<file path="src/inc/clock_gear_cfg.svh">
`ifndef CLOCK_GEAR_CFG_SVH
`define CLOCK_GEAR_CFG_SVH
// register indices on the plain port (byte address = index * 4)
`define ADDR_SYS_CLOCK_CTRL 4'h0
`define ADDR_OSC_CTRL 4'h1
`define ADDR_WAKE_CTRL 4'h2
`define ADDR_IRQ_STATUS 4'h3
`define ADDR_IRQ_MASK 4'h4
// system clock control fields
`define GEAR_LSB 0
`define GEAR_FULL 3'h0
`define GEAR_DIV16 3'h4
// oscillator control fields
`define PLL_EN_BIT 0
`define PLL_MULT 4'h8
// wake field positions, line 5 base; line n adds 8*(n-5)
`define WAKE_EN_LSB 8
`define WAKE_SEEN_LSB 10
`define WAKE_SEL_LSB 12
`define WAKE_LINE_STRIDE 8
`define WAKE_CTRL_RESET 32'h0000_0000
// gear change settle time
`define GEAR_DELAY_NS 80
`define GEAR_DELAY_CYC ((`GEAR_DELAY_NS + 9) / 10)
`endif

</file>
<file path="src/inc/clock_gear_pkg.sv">
package clock_gear_pkg;
   // active condition codes of a wake line
   typedef enum logic [2:0] {
      WAKE_LOW = 3'b000,
      WAKE_HIGH = 3'b001,
      WAKE_FALL = 3'b010,
      WAKE_RISE = 3'b011,
      WAKE_BOTH = 3'b100
   } wake_sel_t;
   // plain register port request
   typedef struct packed {
      logic [3:0] addr;
      logic [31:0] wdata;
      logic wr;
      logic rd;
   } reg_req_t;
endpackage

</file>
<file path="src/core/clock_gear_and_wakeup_detect.sv">
// The register addresses and the strobed register port were left to the implementer.
`timescale 1ns/10ps
`include "clock_gear_cfg.svh"
module clock_gear_and_wakeup_detect (
   input wire logic mclk,
   input wire logic sys_rst,
   input wire clock_gear_pkg::reg_req_t req,
   output logic [31:0] rdata,
   input wire logic [2:0] external_irq_line,
   output logic [3:0] clk_mult,
   output logic [4:0] clk_div,
   output logic gear_busy,
   output logic [2:0] wake_req,
   output logic irq
);
   import clock_gear_pkg::*;

   logic [2:0] gear_sel_q; // gear written by software
   logic [2:0] gear_act_q; // gear in force
   logic [3:0] gear_cnt_q; // settle countdown
   logic pll_en_q; // pll enable
   logic [2:0] sel_q [3]; // per-line condition select
   logic [1:0] seen_q [3]; // per-line detected condition
   logic [2:0] en_q; // per-line enable
   logic [2:0] sync1_q, sync2_q, prev_q; // pin synchronisers
   logic [2:0] hit; // condition met this cycle
   logic [2:0] rise, fall;
   logic [2:0] stat_q, mask_q; // sticky events and mask
   logic [31:0] wake_word;
   logic [31:0] rdata_d;
   logic wr_gear, wr_wake;

   assign wr_gear = req.wr && req.addr == `ADDR_SYS_CLOCK_CTRL;
   assign wr_wake = req.wr && req.addr == `ADDR_WAKE_CTRL;

   // gear register and delayed switch; old ratio holds while settling
   always_ff @(posedge mclk) begin
      if (sys_rst) begin
         gear_sel_q <= `GEAR_FULL;
         gear_act_q <= `GEAR_FULL;
         gear_cnt_q <= 4'h0;
      end else if (wr_gear) begin
         // divide-by-16 with pll off is left to software
         gear_sel_q <= req.wdata[`GEAR_LSB +: 3];
         gear_cnt_q <= 4'(`GEAR_DELAY_CYC);
      end else if (gear_cnt_q == 4'h1) begin
         gear_act_q <= gear_sel_q;
         gear_cnt_q <= 4'h0;
      end else if (gear_cnt_q != 4'h0) begin
         gear_cnt_q <= gear_cnt_q - 4'h1;
      end
   end

   // pll enable, off after reset
   always_ff @(posedge mclk) begin
      if (sys_rst) begin
         pll_en_q <= 1'b0;
      end else if (req.wr && req.addr == `ADDR_OSC_CTRL) begin
         pll_en_q <= req.wdata[`PLL_EN_BIT];
      end
   end

   // clock path settings driven to the clock generator cells
   always_ff @(posedge mclk) begin
      if (sys_rst) begin
         clk_mult <= 4'h1;
         clk_div <= 5'h01;
         gear_busy <= 1'b0;
      end else begin
         clk_mult <= pll_en_q ? `PLL_MULT : 4'h1;
         // codes above 1/16 are treated as 1/16
         clk_div <= (gear_act_q > `GEAR_DIV16) ? 5'h10 :
            5'(5'h01 << gear_act_q);
         gear_busy <= gear_cnt_q != 4'h0;
      end
   end

   // two-flop synchronisers, then an edge history flop
   always_ff @(posedge mclk) begin
      if (sys_rst) begin
         sync1_q <= 3'h0;
         sync2_q <= 3'h0;
         prev_q <= 3'h0;
      end else begin
         sync1_q <= external_irq_line;
         sync2_q <= sync1_q;
         prev_q <= sync2_q;
      end
   end

   assign rise = sync2_q & ~prev_q;
   assign fall = ~sync2_q & prev_q;

   // condition match per line
   always_comb begin
      for (int i = 0; i < 3; i++) begin
         unique case (sel_q[i])
            WAKE_LOW: hit[i] = ~sync2_q[i];
            WAKE_HIGH: hit[i] = sync2_q[i];
            WAKE_FALL: hit[i] = fall[i];
            WAKE_RISE: hit[i] = rise[i];
            WAKE_BOTH: hit[i] = rise[i] | fall[i];
            default: hit[i] = 1'b0; // prohibited codes never match
         endcase
      end
   end

   // wake control fields; seen field records the last edge kind while the line is enabled
   always_ff @(posedge mclk) begin
      if (sys_rst) begin
         for (int i = 0; i < 3; i++) begin
            sel_q[i] <= 3'h0;
            seen_q[i] <= 2'h0;
         end
         en_q <= 3'h0;
      end else begin
         for (int i = 0; i < 3; i++) begin
            if (wr_wake) begin
               sel_q[i] <= req.wdata[`WAKE_SEL_LSB
                  + `WAKE_LINE_STRIDE * i +: 3];
               en_q[i] <= req.wdata[`WAKE_EN_LSB
                  + `WAKE_LINE_STRIDE * i];
            end
            if (en_q[i] && (rise[i] || fall[i])) begin
               seen_q[i] <= {fall[i], rise[i]};
            end
         end
      end
   end

   // wake request out, gated by enable
   always_ff @(posedge mclk) begin
      if (sys_rst) begin
         wake_req <= 3'h0;
      end else begin
         wake_req <= hit & en_q;
      end
   end

   // sticky status: set wins over write-one clear
   always_ff @(posedge mclk) begin
      if (sys_rst) begin
         stat_q <= 3'h0;
         mask_q <= 3'h0;
      end else begin
         if (req.wr && req.addr == `ADDR_IRQ_MASK) begin
            mask_q <= req.wdata[2:0];
         end
         if (req.wr && req.addr == `ADDR_IRQ_STATUS) begin
            stat_q <= (stat_q & ~req.wdata[2:0]) | (hit & en_q);
         end else begin
            stat_q <= stat_q | (hit & en_q);
         end
      end
   end

   // level interrupt from a flop
   always_ff @(posedge mclk) begin
      if (sys_rst) begin
         irq <= 1'b0;
      end else begin
         irq <= |(stat_q & mask_q);
      end
   end

   // wake register image; reserved bits read zero
   always_comb begin
      wake_word = `WAKE_CTRL_RESET;
      for (int i = 0; i < 3; i++) begin
         wake_word[`WAKE_SEL_LSB + `WAKE_LINE_STRIDE * i +: 3] = sel_q[i];
         wake_word[`WAKE_SEEN_LSB + `WAKE_LINE_STRIDE * i +: 2] =
            seen_q[i];
         wake_word[`WAKE_EN_LSB + `WAKE_LINE_STRIDE * i] = en_q[i];
      end
   end

   // read mux; unmapped reads return zero
   always_comb begin
      unique case (req.addr)
         `ADDR_SYS_CLOCK_CTRL: rdata_d = {29'h0, gear_sel_q};
         `ADDR_OSC_CTRL: rdata_d = {31'h0, pll_en_q};
         `ADDR_WAKE_CTRL: rdata_d = wake_word;
         `ADDR_IRQ_STATUS: rdata_d = {29'h0, stat_q};
         `ADDR_IRQ_MASK: rdata_d = {29'h0, mask_q};
         default: rdata_d = 32'h0;
      endcase
   end

   // read data valid only the cycle after the strobe
   always_ff @(posedge mclk) begin
      if (sys_rst) begin
         rdata <= 32'h0;
      end else begin
         rdata <= req.rd ? rdata_d : 32'h0;
      end
   end

   // helper for the settle check: edges since the last gear write,
   // saturating so a long idle stretch cannot wrap back into range
   logic [4:0] settle_q;
   always_ff @(posedge mclk) begin
      if (sys_rst) begin
         settle_q <= 5'h0;
      end else if (wr_gear) begin
         // a rewrite mid-settle restarts the count, as the divider does
         settle_q <= 5'h1;
      end else if (settle_q != 5'h0 && settle_q != 5'h1f) begin
         settle_q <= settle_q + 5'h1;
      end
   end
endmodule

</file>
<file path="config.mk">
export PLATFORM = sky130hd
export DESIGN_NAME = clock_gear_and_wakeup_detect
export DESIGN_NICKNAME = d
export VERILOG_FILES = /design/src/inc/clock_gear_pkg.sv /design/src/core/clock_gear_and_wakeup_detect.sv
export VERILOG_INCLUDE_DIRS = /design/src /design/src/inc
export SDC_FILE = /design/constraint.sdc
export NUM_CORES = 1
export LEC_CHECK = 0
export BUFFER_PORTS_ARGS = -buffer_cell sky130_fd_sc_hd__buf_2
export CELL_PAD_IN_SITES_DETAIL_PLACEMENT = 1
export CELL_PAD_IN_SITES_GLOBAL_PLACEMENT = 2
export CORE_MARGIN = 10
export CORE_UTILIZATION = 30
export DETAILED_ROUTE_END_ITERATION = 10
export GPL_TIMING_DRIVEN = 0
export PLACE_DENSITY_LB_ADDON = 0.12
export SYNTH_ARGS = -nofsm -noshare
export SYNTH_HDL_FRONTEND = slang
export SYNTH_SLANG_ARGS = --single-unit
</file>
<file path="constraint.sdc">
create_clock -name mclk -period 2.2 [get_ports mclk]
set_input_delay 0.22 -clock mclk [delete_from_list [all_inputs] [get_ports mclk]]
set_output_delay 0.22 -clock mclk [all_outputs]
set_load 0.05 [all_outputs]
</file>
==> reports/metrics.yaml, run 1 <==
status: "finished, final reports clean"
grt_overflow: 0
grt_antenna_before_repair: 0
synth_top_area_cell: "dfxtp_1"
dp_hpwl_um: 6050
synth.most_common_cell: "dfxtp_1"
io_buffers: 57
setup_viol: 0
grt_start_max_net_pins: 14
yosys.area.top_type_share_pct: 39.3
hold_violations: 0
routed_wl_um: 8070
synth-edff-count: 15
drtAntennaViolNets: 0
numCtsBuffers: 9
place_congestion: 0.783
final_cells: 518
drive_gt1_share_pct: 25.1
netlist_area_um2: 3150
avgSynthCellArea_um2: 10.6
clock_latency_ps: 350
synth_common_cells: "dfxtp_1 (62), and2_1 (29), edfxtp_1 (15), inv_1 (14), buf_4 (13)"
p_leak_nw: 1.61
dieArea_um2: 15000
die-height_um: 123
placementRows: 37
dp.cells: 502
max_freq_mhz: 490
worstPathArrival_ps: 2300
power.density_nw_per_um2: 761
ys_seq_area_share_pct: 53.6
cts_resized: 0
slowest_delay_ps: 520
clockRootBuffer: "clkbuf_8"
hold_buffers: 0
vias_per_cell: 4.57
layout_worst_path_cycle_share_pct: 92.7
initial_utilization_pct: 30.7
cts_tree: "yes"
synthCells: 297
io_pins: 89
clockBufferDepth: 2
finalSetupTns_ps: 0
cts.htree.levels: 3
yosys_warnings: 0
worstHoldPathType: "input port to flop"
die_w_um: 123
grt_pass1_wl_um: 13100
crit_type: "flop to flop"
fillers: 1226
grt_util_all_layers_pct: 11.2
first_pass_iters: 5
ys_ff_latch: 77
fin_nets: 428
cp.required_ps: 2470
finalCriticalPeriod_ps: 2040
ff_latch_area_um2: 1690
avgRoutedWirePerCell_um: 15.6
multi_input_comb_area_um2: 1300
ys.flop_type: "dfxtp_1"
path_clk_slew_ps: 90
slew_headroom_pct: 45.7
vdd_ir_drop_max_v: 0.000238
n_antenna_cell: 0
rsz0062_at_grt: "no"
skew_ps: 13.1
drc: 0
grt_pass1_vias: 2453
final_max_slew_viol_count: 0
start_kind: "flop"
tightest_slew_ps: 813
core_area_um2: 10300
ys_types: 51
yosys-top-cells-area: "dfxtp_1 (39%), edfxtp_1 (14%), and2_1 (5.8%)"
cap_viol_max_count: 0
drtIter0Drc: 66
crit_fanout: 8
vias: 2365
utilization_pct: 37.2
critPathCaptureType: "flop"
area_delta_synth_final_pct: 21.2
path_cells: "inv_1 -> ha_1 -> or3b_1 -> clkbuf_1 -> or4b_1 -> nand4_1"
post_cts_buffers: 0
cts.sinks: 77
async_flop_share_pct: 0
crit_slowest_cell: "or4b_1"
-- through the flow --
stage / hold WS, ps / cell area (µm²) / power, W / worst slack, ps
after detailed placement: 425 / 3650 / 0.00202 / 196
after global placement: 421 / 3650 / 0.00201 / 225
after global routing: 79.0 / 3820 / 0.00308 / 13.2
after CTS: 71.0 / 3820 / 0.00296 / 147
final: 87.9 / 3820 / 0.00291 / 161
after floorplan: 303 / 3200 / 0.00191 / 401
-- cells by family (layout without fill, tap and decap cells) --
family | count (synthesis) | count (layout) | synth area share (%)
xor+xnor | 3 | 3 | 0.833
compound gates | 47 | 47 | 9.96
other cells | 1 | 13 | 0.119
simple gates | 110 | 110 | 21.5
mux | 12 | 12 | 4.05
buf+inv | 39 | 112 | 6.70
fa+ha+maj | 8 | 8 | 3.17
flops | 77 | 77 | 53.6
-- final timing paths --
path         cells after the start  slack (ps)        from    endpoint
min                              2          90     req[26]     en_q[2]
max reg2reg                      6         160  sync2_q[1]   stat_q[1]
max                              6         160  sync2_q[1]   stat_q[1]
min reg2reg                      1         440  sync1_q[1]  sync2_q[1]
-- metal layers --
| metal | wire length [µm] | track usage [%] | part of all wire (%) |
|---|---|---|---|
| met4 | 99 | 4.93 | 1.2 |
| met5 | 0 | 0 | 0 |
| met3 | 478 | 3.40 | 5.9 |
| met2 | 3670 | 17.4 | 46 |
| met1 | 3820 | 14.2 | 47 |
-- layout make-up --
| type | instances | share of cell area (%) |
|---|---|---|
| sequential | 77 | 44.3 |
| inverter | 14 | 1.37 |
| clock buffer | 10 | 3.34 |
| clock inverter | 6 | 1.05 |
| multi-input combinational | 193 | 33.9 |
| buffer | 25 | 4.16 |
| tap | 136 | 4.45 |
| timing repair buffer | 57 | 7.46 |
-- worst max-delay path, delay by kind of cell (launching register included) --
family | cells | cell delay (ps)
buffers and inverters | 2 | 270
DFF | 1 | 380
adders and majority gates | 1 | 280
and+or+nand+nor | 3 | 1020
-- where the power goes --
part / internal [W] / leakage [nW] / switching (W)
Clock: 0.000406 / 0.0759 / 0.000524
Sequential: 0.00149 / 0.650 / 0.0000475
Combinational: 0.000175 / 0.881 / 0.000262
Total: 0.00208 / 1.61 / 0.000834
-- flip-flops by register name, indices dropped and copies added, names as in the netlist --
name and count:
gear_sel_q 3, seen_q 6, sel_q 9, sync2_q 3, rdata 21, mask_q 3, gear_cnt_q 4, clk_mult 2
sync1_q 3, gear_busy 1, en_q 3, irq 1, wake_req 3, stat_q 3, clk_div 5, prev_q 3
gear_act_q 3, pll_en_q 1
-- cell usage in the layout, fill, tap and decap left out, drive strengths merged, types with 9 or more instances in the layout --
| cell type | n |
|---|---|
| a21oi | 12 |
| and2 | 29 |
| buf | 73 |
| clkbuf | 19 |
| conb | 13 |
| dfxtp | 62 |
| edfxtp | 15 |
| inv | 14 |
| mux2i | 9 |
| nand2 | 12 |
| nand3 | 11 |
| nor2b | 9 |
| o21ai | 11 |
No activity file was read; power rests on OpenSTA's default activity.
==> inputs of run 2 (changes only) <==
Settings changed: ABC_AREA set to 1, CORE_UTILIZATION 30 to 29.
==> run 2 against run 1 <==
Compared with the run above: synthesized cell count is 31% higher; core utilization is 1.3 points lower; global-route usage is 0.55 points lower; clock skew is 4.8 ps lower; routed wire length is 0.31% higher; combinational power is 38% higher; critical endpoint is now seen_q[0][2]; largest cell class unchanged.
==> reports/metrics.yaml, run 2 <==
status: "finished, final reports clean"  # unchanged
rr_startpoint: "sync2_q[1]"  # unchanged
dr_wl_met2_um: 3530  # was 3670 µm
largest_registers: "rdata: 21 flops, sel_q: 9 flops, seen_q: 6 flops"  # unchanged
cts.sinks: 77  # unchanged
met1_length_um: 3870  # was 3820 µm
power.density_nw_per_um2: 830  # was 761 nW/µm²
hp-start: "req[10]"  # was req[26]
hold_buffers: 0  # unchanged
clockRootBuffer: "clkbuf_8"  # unchanged
highest-signal-layer: "met4"  # unchanged
wl_met3_um: 527  # was 478 µm
finalSetupTns_ps: 0  # unchanged
dp_hpwl_um: 6450  # was 6050 µm
avgRoutedWirePerCell_um: 13.1  # was 15.6 µm
ys_seq_area_share_pct: 53.5  # was 53.6%
grt_antenna_before_repair: 0  # unchanged
crit_start: "sync2_q[1]"  # unchanged
cap_viol_max_count: 0  # unchanged
initial_utilization_pct: 29.4  # was 30.7%
clock_latency_ps: 350  # about the same
final_common_cell: "nand2_1"  # was dfxtp_1
crit_type: "flop to flop"  # unchanged
n_antenna_cell: 0  # unchanged
cts.htree.levels: 3  # unchanged
yosys-top-cells-area: "dfxtp_1 (39%), edfxtp_1 (14%), nand2_1 (11%)"  # was dfxtp_1 (39%), edfxtp_1 (14%), and2_1 (5.8%)
grt_pass1_vias: 2662  # was 2453
clockBufferDepth: 2  # unchanged
routed_wl_um: 8090  # was 8070 µm
fin_nets: 522  # was 428
critPathCaptureType: "flop"  # unchanged
grt_start_max_net_pins: 14  # unchanged
p_leak_nw: 1.92  # was 1.61 nW
ys_types: 28  # was 51
drtIter0Drc: 116  # was 66
synth.most_common_cell: "nand2_1"  # was dfxtp_1
final_max_slew_viol_count: 0  # unchanged
utilization_pct: 35.9  # was 37.2%
drc: 0  # unchanged
crit_slowest_cell: "dfxtp_1"  # was or4b_1
max_freq_mhz: 673  # was 490 MHz
skew_ps: 8.28  # was 13.1 ps
placementRows: 38  # was 37
synth-edff-count: 15  # unchanged
drtAntennaViolNets: 0  # unchanged
dieArea_um2: 15500  # was 15000 µm²
path_clk_slew_ps: 90  # about the same
yosys.area.top_type_share_pct: 39.3  # about the same
regMostFlops: "rdata"  # unchanged
synthCells: 390  # was 297
cts_resized: 0  # unchanged
ys_ff_latch: 77  # unchanged
synth_common_cells: "nand2_1 (91), inv_1 (66), dfxtp_1 (62), nor2_1 (54), nand3_1 (19)"  # was dfxtp_1 (62), and2_1 (29), edfxtp_1 (15), inv_1 (14), buf_4 (13)
worstHoldPathType: "input port to flop"  # unchanged
ys.flop_type: "dfxtp_1"  # unchanged
die-height_um: 124  # was 123 µm
grt_pass1_wl_um: 13400  # was 13100 µm
cp.required_ps: 2430  # was 2470 ps
async_flop_share_pct: 0  # unchanged
vias: 2519  # was 2365
hold_violations: 0  # unchanged
area_delta_synth_final_pct: 22.0  # was 21.2%
first_pass_iters: 4  # was 5
crit_fanout: 6  # was 8
path_cells: "inv_1 -> ha_1 -> nor2_1 -> nand2_1 -> nand3_1 -> nand2_1 -> inv_1"  # was inv_1 -> ha_1 -> or3b_1 -> clkbuf_1 -> or4b_1 -> nand4_1
io_pins: 89  # unchanged
slowest_delay_ps: 360  # was 520 ps
cts_tree: "yes"  # unchanged
post_cts_buffers: 0  # unchanged
numCtsBuffers: 9  # unchanged
avgSynthCellArea_um2: 8.10  # was 10.6 µm²
synth_top_area_cell: "dfxtp_1"  # unchanged
place_congestion: 0.790  # was 0.783
layout_worst_path_cycle_share_pct: 67.6  # was 92.7%
rsz0062_at_grt: "no"  # unchanged
finalCriticalPeriod_ps: 1490  # was 2040 ps
die_w_um: 124  # was 123 µm
grt_util_all_layers_pct: 10.7  # was 11.2%
netlist_area_um2: 3160  # was 3150 µm²
layout_common_cells: "nand2_1 (91), inv_1 (66), buf_2 (64), dfxtp_1 (62), nor2_1 (54)"  # was dfxtp_1 (62), buf_2 (57), and2_1 (29), edfxtp_1 (15), inv_1 (14)
vdd_ir_drop_max_v: 0.000269  # was 0.000238 V
setup_viol: 0  # unchanged
grt_overflow: 0  # unchanged
io_buffers: 58  # was 57
largest_register_ffs: 21  # unchanged
worstPathArrival_ps: 1720  # was 2300 ps
yosys_warnings: 0  # unchanged
start_kind: "flop"  # unchanged
core_area_um2: 10700  # was 10300 µm²
vias_per_cell: 4.09  # was 4.57
drive_gt1_share_pct: 21.8  # was 25.1%
run 2: changes by cell type after synthesis, moves of 7 or more:
cell,change
nand2_1,+79
nor2b_1,-9
nor3_1,+13
nor2_1,+46
o21ai_0,-7
inv_1,+52
nand3_1,+8
and2_1,-29
nand4_1,+9
mux2i_1,-9
clkbuf_1,-7
run 2: layout make-up:
type / count / area (µm²)
buffer: 21 / 139
clock buffer: 11 / 151
clock inverter: 5 / 33.8
fill: 1357 / 6890
inverter: 68 / 255
multi-input combinational: 236 / 1120
sequential: 77 / 1690
tap: 140 / 175
timing repair buffer: 58 / 290
run 2: power breakdown:
group | switching, W | internal (W)
sequential | 0.0000566 | 0.00153
combinational | 0.000413 | 0.000188
clock | 0.000544 | 0.000471
run 2: worst paths after layout:
check,depth (start not counted),slack [ps],to
max,7,710,seen_q[0][2]
min,3,50,en_q[0]
max reg2reg,7,710,seen_q[0][2]
min reg2reg,2,410,sync2_q[0]
run 2: cell families after synthesis:
logic type               count (synthesis)  share of synthesized area (%)
AO/OA/AOI/OAI                           13                           2.30
XOR/XNOR                                 1                          0.277
adder cells (fa/ha/maj)                  8                           3.17
buffers and inverters                   89                           12.5
flip-flops                              77                           53.5
other                                    1                          0.119
AND/OR/NAND/NOR                        201                           28.1
run 2: metrics by stage:
step | power, W | instance area (µm²) | hold slack, ps | setup slack [ps] | std cells
after floorplan | 0.00207 | 3200 | 303 | 922 | 402
after global placement | 0.00222 | 3670 | 398 | 616 | 600
after detailed placement | 0.00223 | 3670 | 405 | 616 | 600
after CTS | 0.00325 | 3850 | 41.6 | 678 | 616
after global routing | 0.00340 | 3850 | 54.9 | 539 | 616
final | 0.00320 | 3850 | 54.9 | 714 | 616
run 2: worst max-delay path: cells and delay by family (launching register included):
kind / cells / cell delay, ps
and+or+nand+nor: 4 / 560
DFF: 1 / 360
buffers and inverters: 2 / 150
adders and majority gates: 1 / 290
run 2: layer usage:
| metal | global-route usage, % | up-vias |
|---|---|---|
| met3 | 3.66 | 13 |
| met1 | 13.3 | 1112 |
| met5 | 0 | - |
| met4 | 5.14 | 0 |
| met2 | 16.2 | 54 |
| li1 | - | 1340 |
==> inputs of run 3 (changes only) <==
Settings changed: ABC_AREA 1 to 0.
Clock period 2.2 ns to 1.2 ns, I/O delays scaled along.
==> run 3 against run 2 <==
Compared with the run above: the run now ends with negative setup slack left; highest routed layer unchanged; largest power group unchanged; design area is 13% higher; routed wire length increased by 6.9%; fmax shrank 9.7%; flip-flop and latch count did not move; non-clock buffer count up 26; first-iteration DRC count down 28%; via count decreased by 1.9%; core utilization increased by 4.8 points.
==> reports/metrics.yaml, run 3 (synthesis gave the netlist of run 1 again) <==
finalCriticalPeriod_ps: 1650  # was 1490 ps
avgRoutedWirePerCell_um: 15.8  # was 13.1 µm
hold_violations: 0  # unchanged
numCtsBuffers: 9  # unchanged
status: "finished, violations left"  # was finished, final reports clean
switchingPower_w: 0.00173  # was 0.00101 W
grt_util_all_layers_pct: 11.2  # was 10.7%
io_buffers: 57  # was 58
slew_headroom_pct: 44.5
power.internal_w: 0.00429  # was 0.00219 W
critPathCaptureType: "flop"  # unchanged
setup_viol: 15  # was 0
clockRootBuffer: "clkbuf_8"  # unchanged
drtAntennaViolNets: 0  # unchanged
core_area_um2: 10700  # unchanged
fin_nets: 452  # was 522
fillers: 1240  # was 1357
seq_power_share_pct: 47.7  # was 49.5%
drive_gt1_share_pct: 41.6  # was 21.8%
cts.sinks: 77  # unchanged
cts_tree: "yes"  # unchanged
drc: 0  # unchanged
die_w_um: 124  # about the same
whs_ps: 22.3  # was 54.9 ps
largest_registers: "rdata: 21 flops, sel_q: 9 flops, seen_q: 6 flops"  # unchanged
crit_type: "flop to flop"  # unchanged
drtIter0Drc: 83  # was 116
grt_pass1_vias: 2641  # was 2662
start_kind: "flop"  # unchanged
cts.htree.levels: 3  # unchanged
clockBufferDepth: 2  # unchanged
setup_slack_ps: -446  # was 714 ps
largest_register_ffs: 21  # unchanged
power_frac_clock_pct: 32.7  # was 31.7%
vdd_ir_drop_max_v: 0.000630  # was 0.000269 V
dpl-instance-area_um2: 3700  # was 3670 µm²
max_freq_mhz: 608  # was 673 MHz
initial_utilization_pct: 29.4  # about the same
min_to: "en_q[0]"  # unchanged
min_path_cells: 2  # was 3
tightest_slew_ps: 833
worstHoldPathType: "input port to flop"  # unchanged
failed_checks: "negative setup slack"
p_leak_nw: 1.82  # was 1.92 nW
grt_overflow: 0  # unchanged
vias: 2470  # was 2519
dp_hpwl_um: 6340  # was 6450 µm
vias_per_cell: 4.52  # was 4.09
r2r_cells: 5  # was 7
area_delta_synth_final_pct: 38.4  # was 22.0%
pre_cts_slack_ps: -688  # was 616 ps
r2r_end: "stat_q[1]"  # was seen_q[0][2]
grt_antenna_before_repair: 0  # unchanged
ff_latch_area_um2: 1710  # was 1690 µm²
cap_viol_max_count: 0  # unchanged
final_common_cell: "buf_2"  # was nand2_1
placementRows: 38  # unchanged
layout_worst_path_cycle_share_pct: 137  # was 67.6%
regMostFlops: "rdata"  # unchanged
crit_fanout: 2  # was 6
rr_startpoint: "sync2_q[1]"  # unchanged
rsz0062_at_grt: "yes"  # was no
hp-start: "req[10]"  # unchanged
final_max_slew_viol_count: 0  # unchanged
place_congestion: 0.764  # was 0.790
switching_share_pct: 28.7  # was 31.7%
fin_area_um2: 4370  # was 3850 µm²
worstPathArrival_ps: 1930  # was 1720 ps
n_antenna_cell: 0  # unchanged
routed_wl_um: 8650  # was 8090 µm
io_pins: 89  # unchanged
regToRegSetupSlack_ps: -450  # was 710 ps
path_clk_slew_ps: 90  # about the same
grt_start_max_net_pins: 15  # was 14
layout_common_cells: "buf_2 (58), dfxtp_1 (54), buf_4 (31), and2_1 (29), edfxtp_1 (15)"  # was nand2_1 (91), inv_1 (66), buf_2 (64), dfxtp_1 (62), nor2_1 (54)
clock_latency_ps: 350  # about the same
multi_input_comb_area_um2: 1560  # was 1120 µm²
die-height_um: 124  # about the same
dieArea_um2: 15400  # was 15500 µm²
cp.required_ps: 1480  # was 2430 ps
comb_power_share_pct: 19.6  # was 18.8%
grt_pass1_wl_um: 14200  # was 13400 µm
skew_ps: 8.74  # was 8.28 ps
power.density_nw_per_um2: 1380  # was 830 nW/µm²
first_pass_iters: 4  # unchanged
==> run 3: what timing repair did <==
item,in CTS,in global routing
cloned,1,0
hold buffers,4,0
gates resized for setup,50,21
setup buffers,15,6
pin swaps,14,6
hold endpoints to repair,4,0
setup endpoints to repair,45,33
==> run 3: worst max-delay path by stage <==
stage,startpoint,endpoint,cells after the start
after global routing,sync2_q[1],stat_q[1],5
after floorplan,sync2_q[1],stat_q[1],6
after global placement,sync2_q[1],stat_q[1],6
after CTS,sync2_q[1],stat_q[1],5
final,sync2_q[1],stat_q[1],5
after detailed placement,sync2_q[1],stat_q[1],6
==> run 3: area by class of cell <==
cell class                      count  share of cell area [%]
Buffer                             23                    3.67
Inverter                           14                    1.38
Multi-Input combinational cell    193                    35.7
Sequential cell                    77                    39.1
Clock buffer                        9                    2.84
Clock inverter                      7                    1.75
Timing Repair Buffer               82                    11.4
Timing Repair inverter              1                   0.172
Tap cell                          140                    4.01
==> run 3: power groups by stage <==
stage                     logic [W]  registers, W  clock network, W
after floorplan            0.000574       0.00294                 0
after global placement     0.000813       0.00289                 0
after detailed placement   0.000835       0.00289                 0
after CTS                   0.00108       0.00286           0.00205
after global routing        0.00128       0.00289           0.00214
final                       0.00118       0.00287           0.00197
==> run 3: through the flow <==
step	total power [W]	setup TNS, ps	instances	util, %
after floorplan	0.00352	-4910	309	-
after global placement	0.00370	-27660	506	34.5
after detailed placement	0.00373	-29560	506	34.5
after CTS	0.00599	-2930	541	39.5
after global routing	0.00630	-4530	546	40.6
final	0.00602	-3660	546	40.6
==> run 3: layer usage <==
layer	up-vias	wire length, µm	global-route usage (%)
met4	0	98	4.32
met3	10	411	3.23
met2	51	4170	18.1
li1	1219	-	-
met1	1190	3970	13.7
met5	-	0	0
==> run 3: critical path, stage by stage (launching register included) <==
cell and delay (ps):
dfxtp_2 340, inv_2 50, ha_4 200, or3b_4 400, or4b_4 490, nand4_1 100
